File: config.mk
export PLATFORM = sky130hd
export DESIGN_NAME = fdds_side_signals
export DESIGN_NICKNAME = d
export VERILOG_FILES = /design/src/core/fdds_pkg.sv /design/src/core/fdds_side_signals.sv /design/src/core/fdds_sync.sv
export VERILOG_INCLUDE_DIRS = /design/src /design/src/core
export SDC_FILE = /design/constraint.sdc
export NUM_CORES = 1
export LEC_CHECK = 0
export BUFFER_PORTS_ARGS = -buffer_cell sky130_fd_sc_hd__buf_2
export CAP_MARGIN = 40
export CORE_MARGIN = 4
export CORE_UTILIZATION = 23
export CTS_BUF_LIST = sky130_fd_sc_hd__clkbuf_16
export DETAILED_ROUTE_END_ITERATION = 8
export PLACE_DENSITY = 0.38
export SYNTH_ARGS = -nofsm -noshare
export SYNTH_HDL_FRONTEND = slang
export SYNTH_HIERARCHICAL = 1
export SYNTH_SLANG_ARGS = --single-unit
File: constraint.sdc
create_clock -name clk_i -period 2.63 [get_ports clk_i]
set_clock_uncertainty 0.2 [all_clocks]
set_input_delay 0.6575 -clock clk_i [delete_from_list [all_inputs] [get_ports clk_i]]
set_output_delay 0.6575 -clock clk_i [all_outputs]
set_load 0.005 [all_outputs]
File: src/core/fdds_defines.svh
// Register map, field positions, reset values and timing counts of the drive-side block
`ifndef FDDS_DEFINES_SVH
`define FDDS_DEFINES_SVH

`define FDDS_ADR_CMD 8'h00
`define FDDS_ADR_STATUS 8'h04
`define FDDS_ADR_TRACK 8'h08
`define FDDS_ADR_ID 8'h0C
`define FDDS_ADR_WDATA 8'h10
`define FDDS_ADR_WMARK 8'h14
`define FDDS_ADR_PUMP 8'h18
`define FDDS_ADR_RDCNT 8'h1C

`define FDDS_CMD_KIND_MSB 2
`define FDDS_CMD_SIDE_BIT 3
`define FDDS_ID_SIDE_BIT 0
`define FDDS_MARK_CLK_LSB 8

`define FDDS_ST_BUSY 0
`define FDDS_ST_DRQ 1
`define FDDS_ST_LOST 2
`define FDDS_ST_TRK0 3
`define FDDS_ST_RNF 4
`define FDDS_ST_INDEX 5
`define FDDS_ST_WPROT 6
`define FDDS_ST_NRDY 7

`define FDDS_TRACK_RST 8'h00
`define FDDS_PUMP_RST 2'h0
`define FDDS_PUMP_UP 2'h1
`define FDDS_PUMP_DOWN 2'h2
`define FDDS_ZONE_LO 8'h2C
`define FDDS_ZONE_HI 8'h4C

`define FDDS_CLK_MHZ 250
`define FDDS_FM_HALF_CELL_NS 2000
`define FDDS_MFM_HALF_CELL_NS 1000
`define FDDS_PULSE_NS 250
`define FDDS_FM_CELL_CYC ((`FDDS_FM_HALF_CELL_NS * `FDDS_CLK_MHZ) / 1000)
`define FDDS_MFM_CELL_CYC ((`FDDS_MFM_HALF_CELL_NS * `FDDS_CLK_MHZ) / 1000)
`define FDDS_PULSE_CYC ((`FDDS_PULSE_NS * `FDDS_CLK_MHZ + 999) / 1000)

`endif

File: src/core/fdds_pkg.sv
// Types shared by the drive-side block
package fdds_pkg;

	typedef enum logic [2:0] {
		FDDS_S_IDLE = 3'b000,
		FDDS_S_SETTLE = 3'b001,
		FDDS_S_READ = 3'b010,
		FDDS_S_WRITE = 3'b011,
		FDDS_S_DRAIN = 3'b100
	} fdds_state_t;

	typedef enum logic [2:0] {
		FDDS_K_SEEK = 3'b000,
		FDDS_K_RD_SECTOR = 3'b001,
		FDDS_K_WR_SECTOR = 3'b010,
		FDDS_K_RD_TRACK = 3'b011,
		FDDS_K_WR_TRACK = 3'b100,
		FDDS_K_STOP = 3'b101
	} fdds_kind_t;

	typedef enum logic {
		FDDS_E_IDLE = 1'b0,
		FDDS_E_RUN = 1'b1
	} fdds_enc_t;

endpackage : fdds_pkg

File: src/core/fdds_side_signals.sv
// Drive-side signal logic of the floppy controller, with its Wishbone register slave
//
// The Wishbone interface to the registers and the register offsets were decided locally.
`timescale 1ns/10ps
`include "fdds_defines.svh"

module fdds_side_signals
	import fdds_pkg::*;
(
	input wire logic clk_i,
	input wire logic rst_i,
	input wire logic wb_cyc_i,
	input wire logic wb_stb_i,
	input wire logic wb_we_i,
	input wire logic [7:0] wb_adr_i,
	input wire logic [3:0] wb_sel_i,
	input wire logic [31:0] wb_dat_i,
	output logic [31:0] wb_dat_o,
	output logic wb_ack_o,
	input wire logic mini_floppy_clock_halve_n_i,
	input wire logic density_select_n_i,
	input wire logic test_n_i,
	input wire logic ready_i,
	input wire logic protect_tab_in_n_i,
	input wire logic track_zero_in_n_i,
	input wire logic index_n_i,
	input wire logic raw_read_n_i,
	input wire logic head_settled_in_i,
	output logic side_select_out_o,
	output logic inner_track_zone_o,
	output logic write_gate_o,
	output logic write_pulse_out_o,
	output logic head_load_out_o,
	output logic irq_out_o,
	output logic pump_o,
	output logic pump_oe_o
);

	localparam logic [10:0] FM_CELL = 11'(`FDDS_FM_CELL_CYC);
	localparam logic [10:0] MFM_CELL = 11'(`FDDS_MFM_CELL_CYC);
	localparam logic [10:0] PULSE_LEN = 11'(`FDDS_PULSE_CYC);

	// Builds 16 cells, clock then data, MSB first; marks supply their own clock pattern
	function automatic logic [15:0] fdds_cells(input logic [7:0] data, input logic [7:0] clkpat,
			input logic use_pat, input logic prev, input logic mfm);
		logic [15:0] cells;
		logic p;
		logic c;
		cells = 16'h0000;
		p = prev;
		for (int i = 7; i >= 0; i--) begin
			if (use_pat) begin
				c = clkpat[i];
			end else if (mfm) begin
				c = ~(p | data[i]);
			end else begin
				c = 1'b1;
			end
			cells = {cells[13:0], c, data[i]};
			p = data[i];
		end
		return cells;
	endfunction : fdds_cells

	logic ready_s;
	logic protect_n_s;
	logic track0_n_s;
	logic index_n_s;
	logic raw_n_s;
	logic settled_s;
	logic settled_n_s;

	// Drive input sync
	// two-stage sync
	fdds_sync #(
		.WIDTH(6)
	) u_sync (
		.clk_i(clk_i),
		.rst_i(rst_i),
		.async_i({ready_i, protect_tab_in_n_i, track_zero_in_n_i, index_n_i, raw_read_n_i, ~head_settled_in_i}),
		.sync_o({ready_s, protect_n_s, track0_n_s, index_n_s, raw_n_s, settled_n_s})
	);

	// Settled travels inverted so the all-ones sync reset reads as not engaged
	assign settled_s = ~settled_n_s;

	fdds_state_t state;
	fdds_state_t next_state;
	logic is_write;
	logic next_is_write;
	logic side;
	logic next_side;
	logic [7:0] track;
	logic [7:0] next_track;
	logic irq;
	logic next_irq;
	logic record_not_found;
	logic next_rnf;
	logic wprot;
	logic next_wprot;
	logic lost;
	logic next_lost;
	logic gate;
	logic next_gate;
	logic zone;
	logic next_zone;
	logic pend_v;
	logic next_pend_v;
	logic [7:0] pend_data;
	logic [7:0] next_pend_data;
	logic [7:0] pend_clk;
	logic [7:0] next_pend_clk;
	logic pend_mark;
	logic next_pend_mark;
	logic [1:0] pump_mode;
	logic [1:0] next_pump_mode;
	logic pump_q;
	logic next_pump_q;
	logic pump_oe_q;
	logic next_pump_oe_q;
	logic [15:0] rd_count;
	logic [15:0] next_rd_count;
	logic raw_prev;
	logic next_raw_prev;
	logic ack;
	logic next_ack;
	logic [31:0] dat;
	logic [31:0] next_dat;

	fdds_enc_t enc_st;
	fdds_enc_t next_enc_st;
	logic [15:0] cells;
	logic [15:0] next_cells;
	logic [3:0] cell_idx;
	logic [3:0] next_cell_idx;
	logic [10:0] cell_cnt;
	logic [10:0] next_cell_cnt;
	logic prev_bit;
	logic next_prev_bit;
	logic wpulse;
	logic next_wpulse;
	logic enc_take;
	logic enc_lost;
	logic [10:0] cell_len;
	logic enc_go;

	logic req;
	logic wr;
	logic [7:0] badr;
	fdds_kind_t kind;
	logic [7:0] status;

	assign req = wb_cyc_i & wb_stb_i & ~ack;
	assign wr = req & wb_we_i & wb_sel_i[0];
	assign badr = {wb_adr_i[7:2], 2'b00};
	assign kind = fdds_kind_t'(wb_dat_i[`FDDS_CMD_KIND_MSB:0]);
	assign enc_go = (state == FDDS_S_WRITE) & gate;

	always_comb begin
		status = 8'h00;
		status[`FDDS_ST_BUSY] = (state != FDDS_S_IDLE);
		status[`FDDS_ST_DRQ] = (state == FDDS_S_WRITE) & ~pend_v;
		status[`FDDS_ST_LOST] = lost;
		status[`FDDS_ST_TRK0] = ~track0_n_s;
		status[`FDDS_ST_RNF] = record_not_found;
		status[`FDDS_ST_INDEX] = ~index_n_s;
		status[`FDDS_ST_WPROT] = wprot;
		status[`FDDS_ST_NRDY] = ~ready_s;
	end

	always_comb begin
		next_state = state;
		next_is_write = is_write;
		next_side = side;
		next_track = track;
		next_irq = irq;
		next_rnf = record_not_found;
		next_wprot = wprot;
		next_lost = lost;
		next_gate = gate;
		next_pend_v = pend_v;
		next_pend_data = pend_data;
		next_pend_clk = pend_clk;
		next_pend_mark = pend_mark;
		next_pump_mode = pump_mode;
		next_rd_count = rd_count;
		next_raw_prev = raw_n_s;
		next_ack = req;
		next_dat = 32'h0000_0000;
		if (enc_take) begin
			next_pend_v = 1'b0;
		end
		if (req & ~wb_we_i & (badr == `FDDS_ADR_STATUS)) begin
			next_irq = 1'b0;
		end
		if (req & ~wb_we_i) begin
			unique case (badr)
				`FDDS_ADR_STATUS: next_dat = {24'h00_0000, status};
				`FDDS_ADR_TRACK: next_dat = {24'h00_0000, track};
				`FDDS_ADR_PUMP: next_dat = {30'h0000_0000, pump_mode};
				`FDDS_ADR_RDCNT: next_dat = {16'h0000, rd_count};
				default: next_dat = 32'h0000_0000;
			endcase
		end
		if (wr) begin
			unique case (badr)
				`FDDS_ADR_CMD: begin
					next_irq = 1'b0;
					if (kind == FDDS_K_STOP) begin
						if ((state == FDDS_S_WRITE) | (state == FDDS_S_SETTLE & is_write)) begin
							next_state = FDDS_S_DRAIN;
						end else if (state != FDDS_S_IDLE & state != FDDS_S_DRAIN) begin
							next_state = FDDS_S_IDLE;
							next_irq = 1'b1;
						end
					end else if (state == FDDS_S_IDLE) begin
						unique case (kind)
							FDDS_K_SEEK: next_irq = 1'b1;
							FDDS_K_RD_SECTOR, FDDS_K_RD_TRACK, FDDS_K_WR_SECTOR, FDDS_K_WR_TRACK: begin
								next_side = wb_dat_i[`FDDS_CMD_SIDE_BIT];
								next_rnf = 1'b0;
								next_wprot = 1'b0;
								next_lost = 1'b0;
								next_is_write = (kind == FDDS_K_WR_SECTOR) | (kind == FDDS_K_WR_TRACK);
								if (!ready_s) begin
									next_irq = 1'b1;
								end else if (next_is_write & ~protect_n_s) begin
									next_wprot = 1'b1;
									next_irq = 1'b1;
								end else begin
									next_state = FDDS_S_SETTLE;
									next_rd_count = 16'h0000;
								end
							end
							default: next_irq = irq;
						endcase
					end
				end
				`FDDS_ADR_TRACK: next_track = wb_dat_i[7:0];
				`FDDS_ADR_ID: begin
					if (wb_dat_i[`FDDS_ID_SIDE_BIT] != side) begin
						next_rnf = 1'b1;
					end
				end
				`FDDS_ADR_WDATA, `FDDS_ADR_WMARK: begin
					next_pend_v = 1'b1;
					next_pend_data = wb_dat_i[7:0];
					next_pend_clk = wb_dat_i[`FDDS_MARK_CLK_LSB+7:`FDDS_MARK_CLK_LSB];
					next_pend_mark = (badr == `FDDS_ADR_WMARK);
				end
				`FDDS_ADR_PUMP: next_pump_mode = wb_dat_i[1:0];
				default: next_pend_v = next_pend_v;
			endcase
		end
		unique case (state)
			FDDS_S_IDLE: next_gate = 1'b0;
			FDDS_S_SETTLE: begin
				if (settled_s) begin
					next_state = is_write ? FDDS_S_WRITE : FDDS_S_READ;
					next_gate = is_write;
				end
			end
			FDDS_S_READ: begin
				if (raw_prev & ~raw_n_s) begin
					next_rd_count = rd_count + 16'h0001;
				end
			end
			FDDS_S_WRITE: next_gate = 1'b1;
			FDDS_S_DRAIN: begin
				if (enc_st == FDDS_E_IDLE) begin
					next_gate = 1'b0;
					next_state = FDDS_S_IDLE;
					next_irq = 1'b1;
				end
			end
			default: next_state = FDDS_S_IDLE;
		endcase
		if (enc_lost) begin
			next_lost = 1'b1;
		end
		next_zone = (next_state != FDDS_S_IDLE) & (next_track >= `FDDS_ZONE_LO) & (next_track <= `FDDS_ZONE_HI);
		next_pump_oe_q = ~test_n_i | (pump_mode == `FDDS_PUMP_UP) | (pump_mode == `FDDS_PUMP_DOWN);
		next_pump_q = ~test_n_i ? raw_n_s : (pump_mode == `FDDS_PUMP_UP);
	end

	always_ff @(posedge clk_i) begin
		if (rst_i) begin
			state <= FDDS_S_IDLE;
			is_write <= 1'b0;
			side <= 1'b0;
			track <= `FDDS_TRACK_RST;
			irq <= 1'b0;
			record_not_found <= 1'b0;
			wprot <= 1'b0;
			lost <= 1'b0;
			gate <= 1'b0;
			zone <= 1'b0;
			pend_v <= 1'b0;
			pend_data <= 8'h00;
			pend_clk <= 8'h00;
			pend_mark <= 1'b0;
			pump_mode <= `FDDS_PUMP_RST;
			pump_q <= 1'b0;
			pump_oe_q <= 1'b0;
			rd_count <= 16'h0000;
			raw_prev <= 1'b1;
			ack <= 1'b0;
			dat <= 32'h0000_0000;
		end else begin
			state <= next_state;
			is_write <= next_is_write;
			side <= next_side;
			track <= next_track;
			irq <= next_irq;
			record_not_found <= next_rnf;
			wprot <= next_wprot;
			lost <= next_lost;
			gate <= next_gate;
			zone <= next_zone;
			pend_v <= next_pend_v;
			pend_data <= next_pend_data;
			pend_clk <= next_pend_clk;
			pend_mark <= next_pend_mark;
			pump_mode <= next_pump_mode;
			pump_q <= next_pump_q;
			pump_oe_q <= next_pump_oe_q;
			rd_count <= next_rd_count;
			raw_prev <= next_raw_prev;
			ack <= next_ack;
			dat <= next_dat;
		end
	end

	// Halving is done by stretching counts, so the logic never leaves the single clock
	always_comb begin
		cell_len = density_select_n_i ? FM_CELL : MFM_CELL;
		if (!mini_floppy_clock_halve_n_i) begin
			cell_len = {cell_len[9:0], 1'b0};
		end
	end

	always_comb begin
		next_enc_st = enc_st;
		next_cells = cells;
		next_cell_idx = cell_idx;
		next_cell_cnt = cell_cnt;
		next_prev_bit = prev_bit;
		next_wpulse = 1'b0;
		enc_take = 1'b0;
		enc_lost = 1'b0;
		unique case (enc_st)
			FDDS_E_IDLE: begin
				if (enc_go & pend_v) begin
					enc_take = 1'b1;
					next_cells = fdds_cells(pend_data, pend_clk, pend_mark, prev_bit, ~density_select_n_i);
					next_prev_bit = pend_data[0];
					next_cell_idx = 4'h0;
					next_cell_cnt = 11'h000;
					next_enc_st = FDDS_E_RUN;
				end
			end
			FDDS_E_RUN: begin
				next_wpulse = cells[15] & (cell_cnt < PULSE_LEN);
				next_cell_cnt = cell_cnt + 11'h001;
				if (cell_cnt == cell_len - 11'h001) begin
					next_cell_cnt = 11'h000;
					next_cells = {cells[14:0], 1'b0};
					next_cell_idx = cell_idx + 4'h1;
					if (cell_idx == 4'hF) begin
						if (enc_go & pend_v) begin
							enc_take = 1'b1;
							next_cells = fdds_cells(pend_data, pend_clk, pend_mark, prev_bit, ~density_select_n_i);
							next_prev_bit = pend_data[0];
						end else if (enc_go) begin
							// Late data costs a zero byte rather than a gap in the track
							enc_lost = 1'b1;
							next_cells = fdds_cells(8'h00, 8'h00, 1'b0, prev_bit, ~density_select_n_i);
							next_prev_bit = 1'b0;
						end else begin
							next_enc_st = FDDS_E_IDLE;
						end
					end
				end
			end
		endcase
	end

	always_ff @(posedge clk_i) begin
		if (rst_i) begin
			enc_st <= FDDS_E_IDLE;
			cells <= 16'h0000;
			cell_idx <= 4'h0;
			cell_cnt <= 11'h000;
			prev_bit <= 1'b0;
			wpulse <= 1'b0;
		end else begin
			enc_st <= next_enc_st;
			cells <= next_cells;
			cell_idx <= next_cell_idx;
			cell_cnt <= next_cell_cnt;
			prev_bit <= next_prev_bit;
			wpulse <= next_wpulse;
		end
	end

	assign wb_ack_o = ack;
	assign wb_dat_o = dat;
	assign side_select_out_o = side;
	assign inner_track_zone_o = zone;
	assign write_gate_o = gate;
	assign write_pulse_out_o = wpulse;
	assign head_load_out_o = (state != FDDS_S_IDLE);
	assign irq_out_o = irq;
	assign pump_o = pump_q;
	assign pump_oe_o = pump_oe_q;

endmodule : fdds_side_signals

File: src/core/fdds_sync.sv
// Two-stage synchroniser for the asynchronous drive inputs
`timescale 1ns/10ps
module fdds_sync #(
	parameter int WIDTH = 6
) (
	input wire logic clk_i,
	input wire logic rst_i,
	input wire logic [WIDTH-1:0] async_i,
	output logic [WIDTH-1:0] sync_o
);

	logic [WIDTH-1:0] stage1;
	logic [WIDTH-1:0] next_stage1;
	logic [WIDTH-1:0] next_sync;

	always_comb begin
		next_stage1 = async_i;
		next_sync = stage1;
	end

	// Reset to idle-high keeps active-low drive lines inactive until real samples arrive
	always_ff @(posedge clk_i) begin
		if (rst_i) begin
			stage1 <= {WIDTH{1'b1}};
			sync_o <= {WIDTH{1'b1}};
		end else begin
			stage1 <= next_stage1;
			sync_o <= next_sync;
		end
	end

endmodule : fdds_sync

## Yosys cells after proc, flatten, opt, wreduce, memory -nomap -nowiden

Cells that the tools add are included.

- Equality and inequality tests: 33
- Bitwise operators: 50
- Reductions and logical operators: 24
- Multipliers: 0
- Div/mod/pow operators: 0
- $lt $le $gt $ge: 3
- Shift operators: 0
- $add $sub $neg: 4
- Multiplexer cells: 103

Operators with widths:

| kind | count |
|---|---|
| $mux 16 | 14 |
| $pmux 16 s4 | 1 |
| $mux 1 | 59 |
| $mux 3 | 11 |
| $pmux 16 s2 | 1 |
| $eq 6x3->1 const B | 4 |
| $mux 11 | 2 |
| $not 1->1 | 22 |
| $pmux 11 s2 | 1 |
| $add 16x1->16 const B | 1 |
| $and 1x1->1 | 16 |
| $mux 8 | 2 |
| $ne 2x2->1 const B | 7 |
| $eq 3x2->1 const B | 4 |
| $eq 6x2->1 const B | 2 |
| $or 1x1->1 | 12 |
| $add 11x1->11 const B | 1 |
| $eq 11x11->1 | 1 |
| $lt 11x6->1 const B | 1 |
| $sub 11x1->11 const B | 1 |
| $mux 10 | 1 |
| $pmux 1 s2 | 5 |
| $reduce_and 5->1 | 2 |
| $reduce_bool 2->1 | 5 |
| other kinds (29) | 41 |

- Memories kept: 0
- Register bits after elaboration: 137
- Latch bits: 0
- Logic and storage cells: 246
- Bits in read-only memories: 0
- RAM bits: 0

## Longest topological paths before layout

- Depth after elaboration: 15
- Mapped depth: 9
- Depth with buffers taken out: 7

## By module

Netlist, hierarchy kept.

By module, submodules not included:

| module | sequential area each (um2) | area an instance (um2) | cells an instance | times used |
|---|---|---|---|---|
| fdds_side_signals | 2182.1 | 5302.6 | 617 | 1 |
| fdds_sync | 240.2 | 320.3 | 25 | 1 |

## Worst setup path after synthesis

OpenSTA, ideal clock, no wires.

- Path kind: input port to flip-flop
- From: in density_select_n_i
- To: reg cells[10]
- Arrival: 2.449 ns
- Library setup time: 0.116 ns
- Setup slack: -0.135 ns
- Cell stages on the path: 8
- Required time: 2.314 ns
- Cell sequence: clkinv_1 > ha_1 > or3b_1 > a22oi_2 > o2111ai_2 > buf_2 > buf_2 > a31o_2

- Longest elaborated chain between the ends: 6

Ends and longest elaborated chain:

| item | RTL line | source |
|---|---|---|
| start: declaration | fdds_side_signals.sv:21 | `input wire logic density_select_n_i,` |
| $mux 9 | fdds_side_signals.sv:336 | `cell_len = density_select_n_i ? FM_CELL : MFM_CELL;` |
| $mux 10 | fdds_side_signals.sv:337 | `if (!mini_floppy_clock_halve_n_i) begin` |
| $sub 11x1->11 | fdds_side_signals.sv:365 | `if (cell_cnt == cell_len - 11'h001) begin` |
| $eq 11x11->1 | fdds_side_signals.sv:365 |  |
| $ne 2x1->1 (no line) | n/a |  |
| $reduce_and 2->1 (no line) | n/a |  |
| end signal: assignment | fdds_side_signals.sv:398 | `cells <= next_cells;` |
| end: declaration | fdds_side_signals.sv:132 | `logic [15:0] cells;` |

No other way between the ends.
A chain may end at the register's enable or synchronous reset.

## Final worst setup path

- From: in density_select_n_i
- To: reg cells[13]

- Longest elaborated chain between the ends: 6
- Elaborated cells between the ends (all ways): 13
- Classes of those cells: add/sub: 1; eq/ne: 2; mux: 9; reduce/logical: 1

Ends and longest elaborated chain:

| item | RTL line |
|---|---|
| $mux 9 / $mux 1 (equally long branches) | fdds_side_signals.sv:336, fdds_side_signals.sv:54 |
| $mux 10 / $mux 1 (equally long branches) | fdds_side_signals.sv:337, fdds_side_signals.sv:52 |
| $sub 11x1->11 / $mux 16 (equally long branches) | fdds_side_signals.sv:365, fdds_side_signals.sv:370 |
| $eq 11x11->1 / $mux 16 (equally long branches) | fdds_side_signals.sv:365, fdds_side_signals.sv:369 |
| $ne 2x1->1 (no line) / $mux 16 (equally long branches) | n/a |
| $reduce_and 2->1 (no line) / $pmux 16 s2 (equally long branches) | n/a |

Parallel ways exist; a longest one is shown, timed or not. The select of a mux whose other input is x is not followed.

==> flow_summary.ini <==
[route]
drt_wl_total_microns = 16000
dr.pass1.iters = 7
wl_per_cell_microns = 15.1
drt-initial-drc-count = 266
ant_nets = 0
via_count = 4873
drc_errors = 0
via_per_inst = 4.60

[die]
ioPinCount = 99
row_count = 56
die_h_microns = 164
die_w_microns = 164
initial_core_util_pct = 23.7
dieArea_sq_um = 27000
core_sq_um = 23800

[min_path]
min-delay-start = u_sync/next_sync[3]
whs_path_depth = 1
whs_endpoint = u_sync/sync_o[3]
hold_class = reg2reg

[sta]
fmax_ghz = 0.404
whs_ns = 0.209
relSlewSlack_pct = 52.5
finalSetupViolations = 0
period_needed_ns = 2.48
finalHoldViolations = 0
final_max_slew_viol_count = 0
rsz0062_at_grt = false
tightest_slew_ns = 0.713
finalCritPeriodShare_pct = 94.1

[logic_synthesis]
ys_ff_latch = 121
yosysSeqAreaShare_pct = 43.1
yosysUniqueCellTypes = 73
ys.flop_type = dfxtp_1
ys_warn_count = 6
synth_area_sq_um = 5620
synth_edf_count = 0
async_flop_share_pct = 0
syn_area_per_cell_sq_um = 8.76
netlist_instances = 642

[clock_network]
cts_root_buf = clkbuf_16
cts.clk_slew.worst_paths_ns = 0.06
htree_levels = 4
post-cts-setup-buffers = 0
worstSkewPairLatency_ns = 0.41
clockBufferDepth = 2
cts-buffers-inserted = 17
cts_resized = 0
cts_sinks = 121
cts_tree = done
cts_hold_buf = 0

[final_layout]
antennaDiodeCount = 0
fin_nets = 793
syn2layout_area_growth_pct = 25.5
drive_gt1_share_pct = 21.5

[critical_path]
r2r_cells = 7
cpMostUsedCell = buf_4
arrival_ns = 2.63
cp_slowest_cell = or3b_1
cp_data_required_time_ns = 2.78
rrSetupSlack_ns = 0.33
crit_path_cell_trace = buf_2, clkinv_4, ha_2, or3b_1, a22oi_2, o2111ai_2, buf_4, buf_4, a2111oi_2, a31o_1
endpoint_kind = flip-flop
timing.rr.start = cell_cnt[1]
cp-start-kind = primary input
critPathMaxStageDelay_ns = 0.36
path_max_fanout = 14
worst-setup-path-type = in2reg
reg2reg_to = cells[13]

[global_routing]
antenna_found_initial = 1
grt_pass1_vias = 4840
grt_pass1_wl_microns = 25800
grt_remaining_overflow = 0
grt_max_degree = 42
track_usage_pct = 12.1

[flow_run]
drv_cap = 0

[placed_design]
place_congestion = 0.789
port-buffer-count = 61
dp_hpwl_microns = 11800

[power_and_ir_drop]
vdd_drop_max_v = 0.000272
power_density_nw_per_um2 = 632
power_w = 0.00446
leakagePower_nw = 2.57

[outcome]
outcome = completed
-- state kept, by name, indices dropped and copies added (netlist names), 3 cells and up --
name	cells
u_sync/sync_o	6
pend_clk	8
wb_dat_o	16
rd_count	16
track	8
cell_idx	4
pend_data	8
cell_cnt	11
u_sync/next_sync	6
cells	16
state	3
-- metal layers --
layer	vias to the layer above	wire, microns	global-route usage, %	share of wire (%)
met2	93	7250	18.6	45
met1	2314	7930	16.8	50
li1	2451	-	-	-
met3	13	614	2.56	3.8
met4	2	194	4.23	1.2
met5	-	12	0	0.075
-- power breakdown --
| part | internal [W] | switching (W) | total, W |
|---|---|---|---|
| clock network | 0.00151 | 0.000921 | 0.00243 |
| registers | 0.00185 | 0.00000845 | 0.00186 |
| logic | 0.0000657 | 0.000104 | 0.000170 |
-- Yosys cell counts (8+ instances only) --
cell | count | share of area, %
buf_2 | 9 | 0.80
a21oi_1 | 44 | 3.9
a31o_1 | 11 | 1.7
xnor2_1 | 19 | 3.0
clkbuf_1 | 19 | 1.3
and3_1 | 8 | 0.89
nand2_1 | 72 | 4.8
a31oi_1 | 9 | 1.0
nor3_1 | 21 | 1.9
inv_1 | 11 | 0.73
mux2i_1 | 25 | 4.5
a32oi_1 | 8 | 1.2
nor2_1 | 66 | 4.4
buf_4 | 16 | 2.1
nand3_1 | 19 | 1.7
dfxtp_1 | 121 | 43
and2_1 | 11 | 1.2
o21ai_0 | 16 | 1.4
or2_1 | 13 | 1.4
-- how the worst max path moves through the flow --
| stage | startpoint | to | slack (ns) | cells after the start |
|---|---|---|---|---|
| after floorplan | density_select_n_i | cells[10] | 0.02 | 8 |
| after global placement | density_select_n_i | cells[13] | -0.25 | 10 |
| after detailed placement | density_select_n_i | cells[13] | -0.28 | 10 |
| after CTS | density_select_n_i | cells[13] | 0.14 | 10 |
| after global routing | density_select_n_i | cells[13] | 0.008 | 10 |
| final | density_select_n_i | cells[13] | 0.15 | 10 |
-- cells by family (layout without fill, tap and decap cells) --
logic type | Yosys count | count (layout) | synth area share, %
buffers and inverters | 62 | 146 | 5.72
muxes | 26 | 26 | 4.65
AOI/OAI and AO/OA | 141 | 141 | 17.8
xor gates and xnor gates | 24 | 24 | 3.74
other | 1 | 16 | 0.0667
DFF | 121 | 121 | 43.1
and+or+nand+nor | 260 | 260 | 23.4
adders and majority gates | 7 | 7 | 1.56
-- placed cells by master, fill, tap and decap left out, types with 9 or more instances in the layout --
master,Yosys,layout
dfxtp_1,121,121
nand2_1,72,72
nor2_1,66,66
buf_2,9,61
a21oi_1,44,44
buf_4,16,40
mux2i_1,25,25
nor3_1,21,20
nand3_1,19,19
xnor2_1,19,19
clkbuf_16,0,17
o21ai_0,16,16
conb_1,1,16
or2_1,13,13
inv_1,11,11
and2_1,11,11
a31o_1,11,11
a31oi_1,9,9
-- final cells by class --
type | count | area, sq um
Timing Repair Buffer | 102 | 626
Fill cell | 2548 | 16700
Clock inverter | 15 | 191
Multi-Input combinational cell | 474 | 2940
Sequential cell | 121 | 2420
Inverter | 12 | 50.0
Clock buffer | 17 | 425
Tap cell | 319 | 399
-- worst max-delay path: cells and delay by family --
family          cells  cell delay (ns)
buf+inv             4             0.59
fa+ha+maj           1             0.17
simple gates        1             0.36
compound gates      4             0.84
-- through the flow --
| stage | instances | utilization [%] | instance area [sq um] | TNS, ns | setup slack (ns) |
|---|---|---|---|---|---|
| 2_1_floorplan | 657 | - | 5700 | 0 | 0.0218 |
| 3_3_place_gp | 1028 | 27.1 | 6440 | -3.26 | -0.247 |
| 3_5_place_dp | 1028 | 27.1 | 6440 | -3.86 | -0.282 |
| 4_1_cts | 1060 | 29.7 | 7060 | 0 | 0.144 |
| 5_1_grt | 1060 | 29.7 | 7060 | 0 | 0.00786 |
| 6_report | 1060 | 29.7 | 7060 | 0 | 0.155 |
No activity file was read; power rests on OpenSTA's default activity.
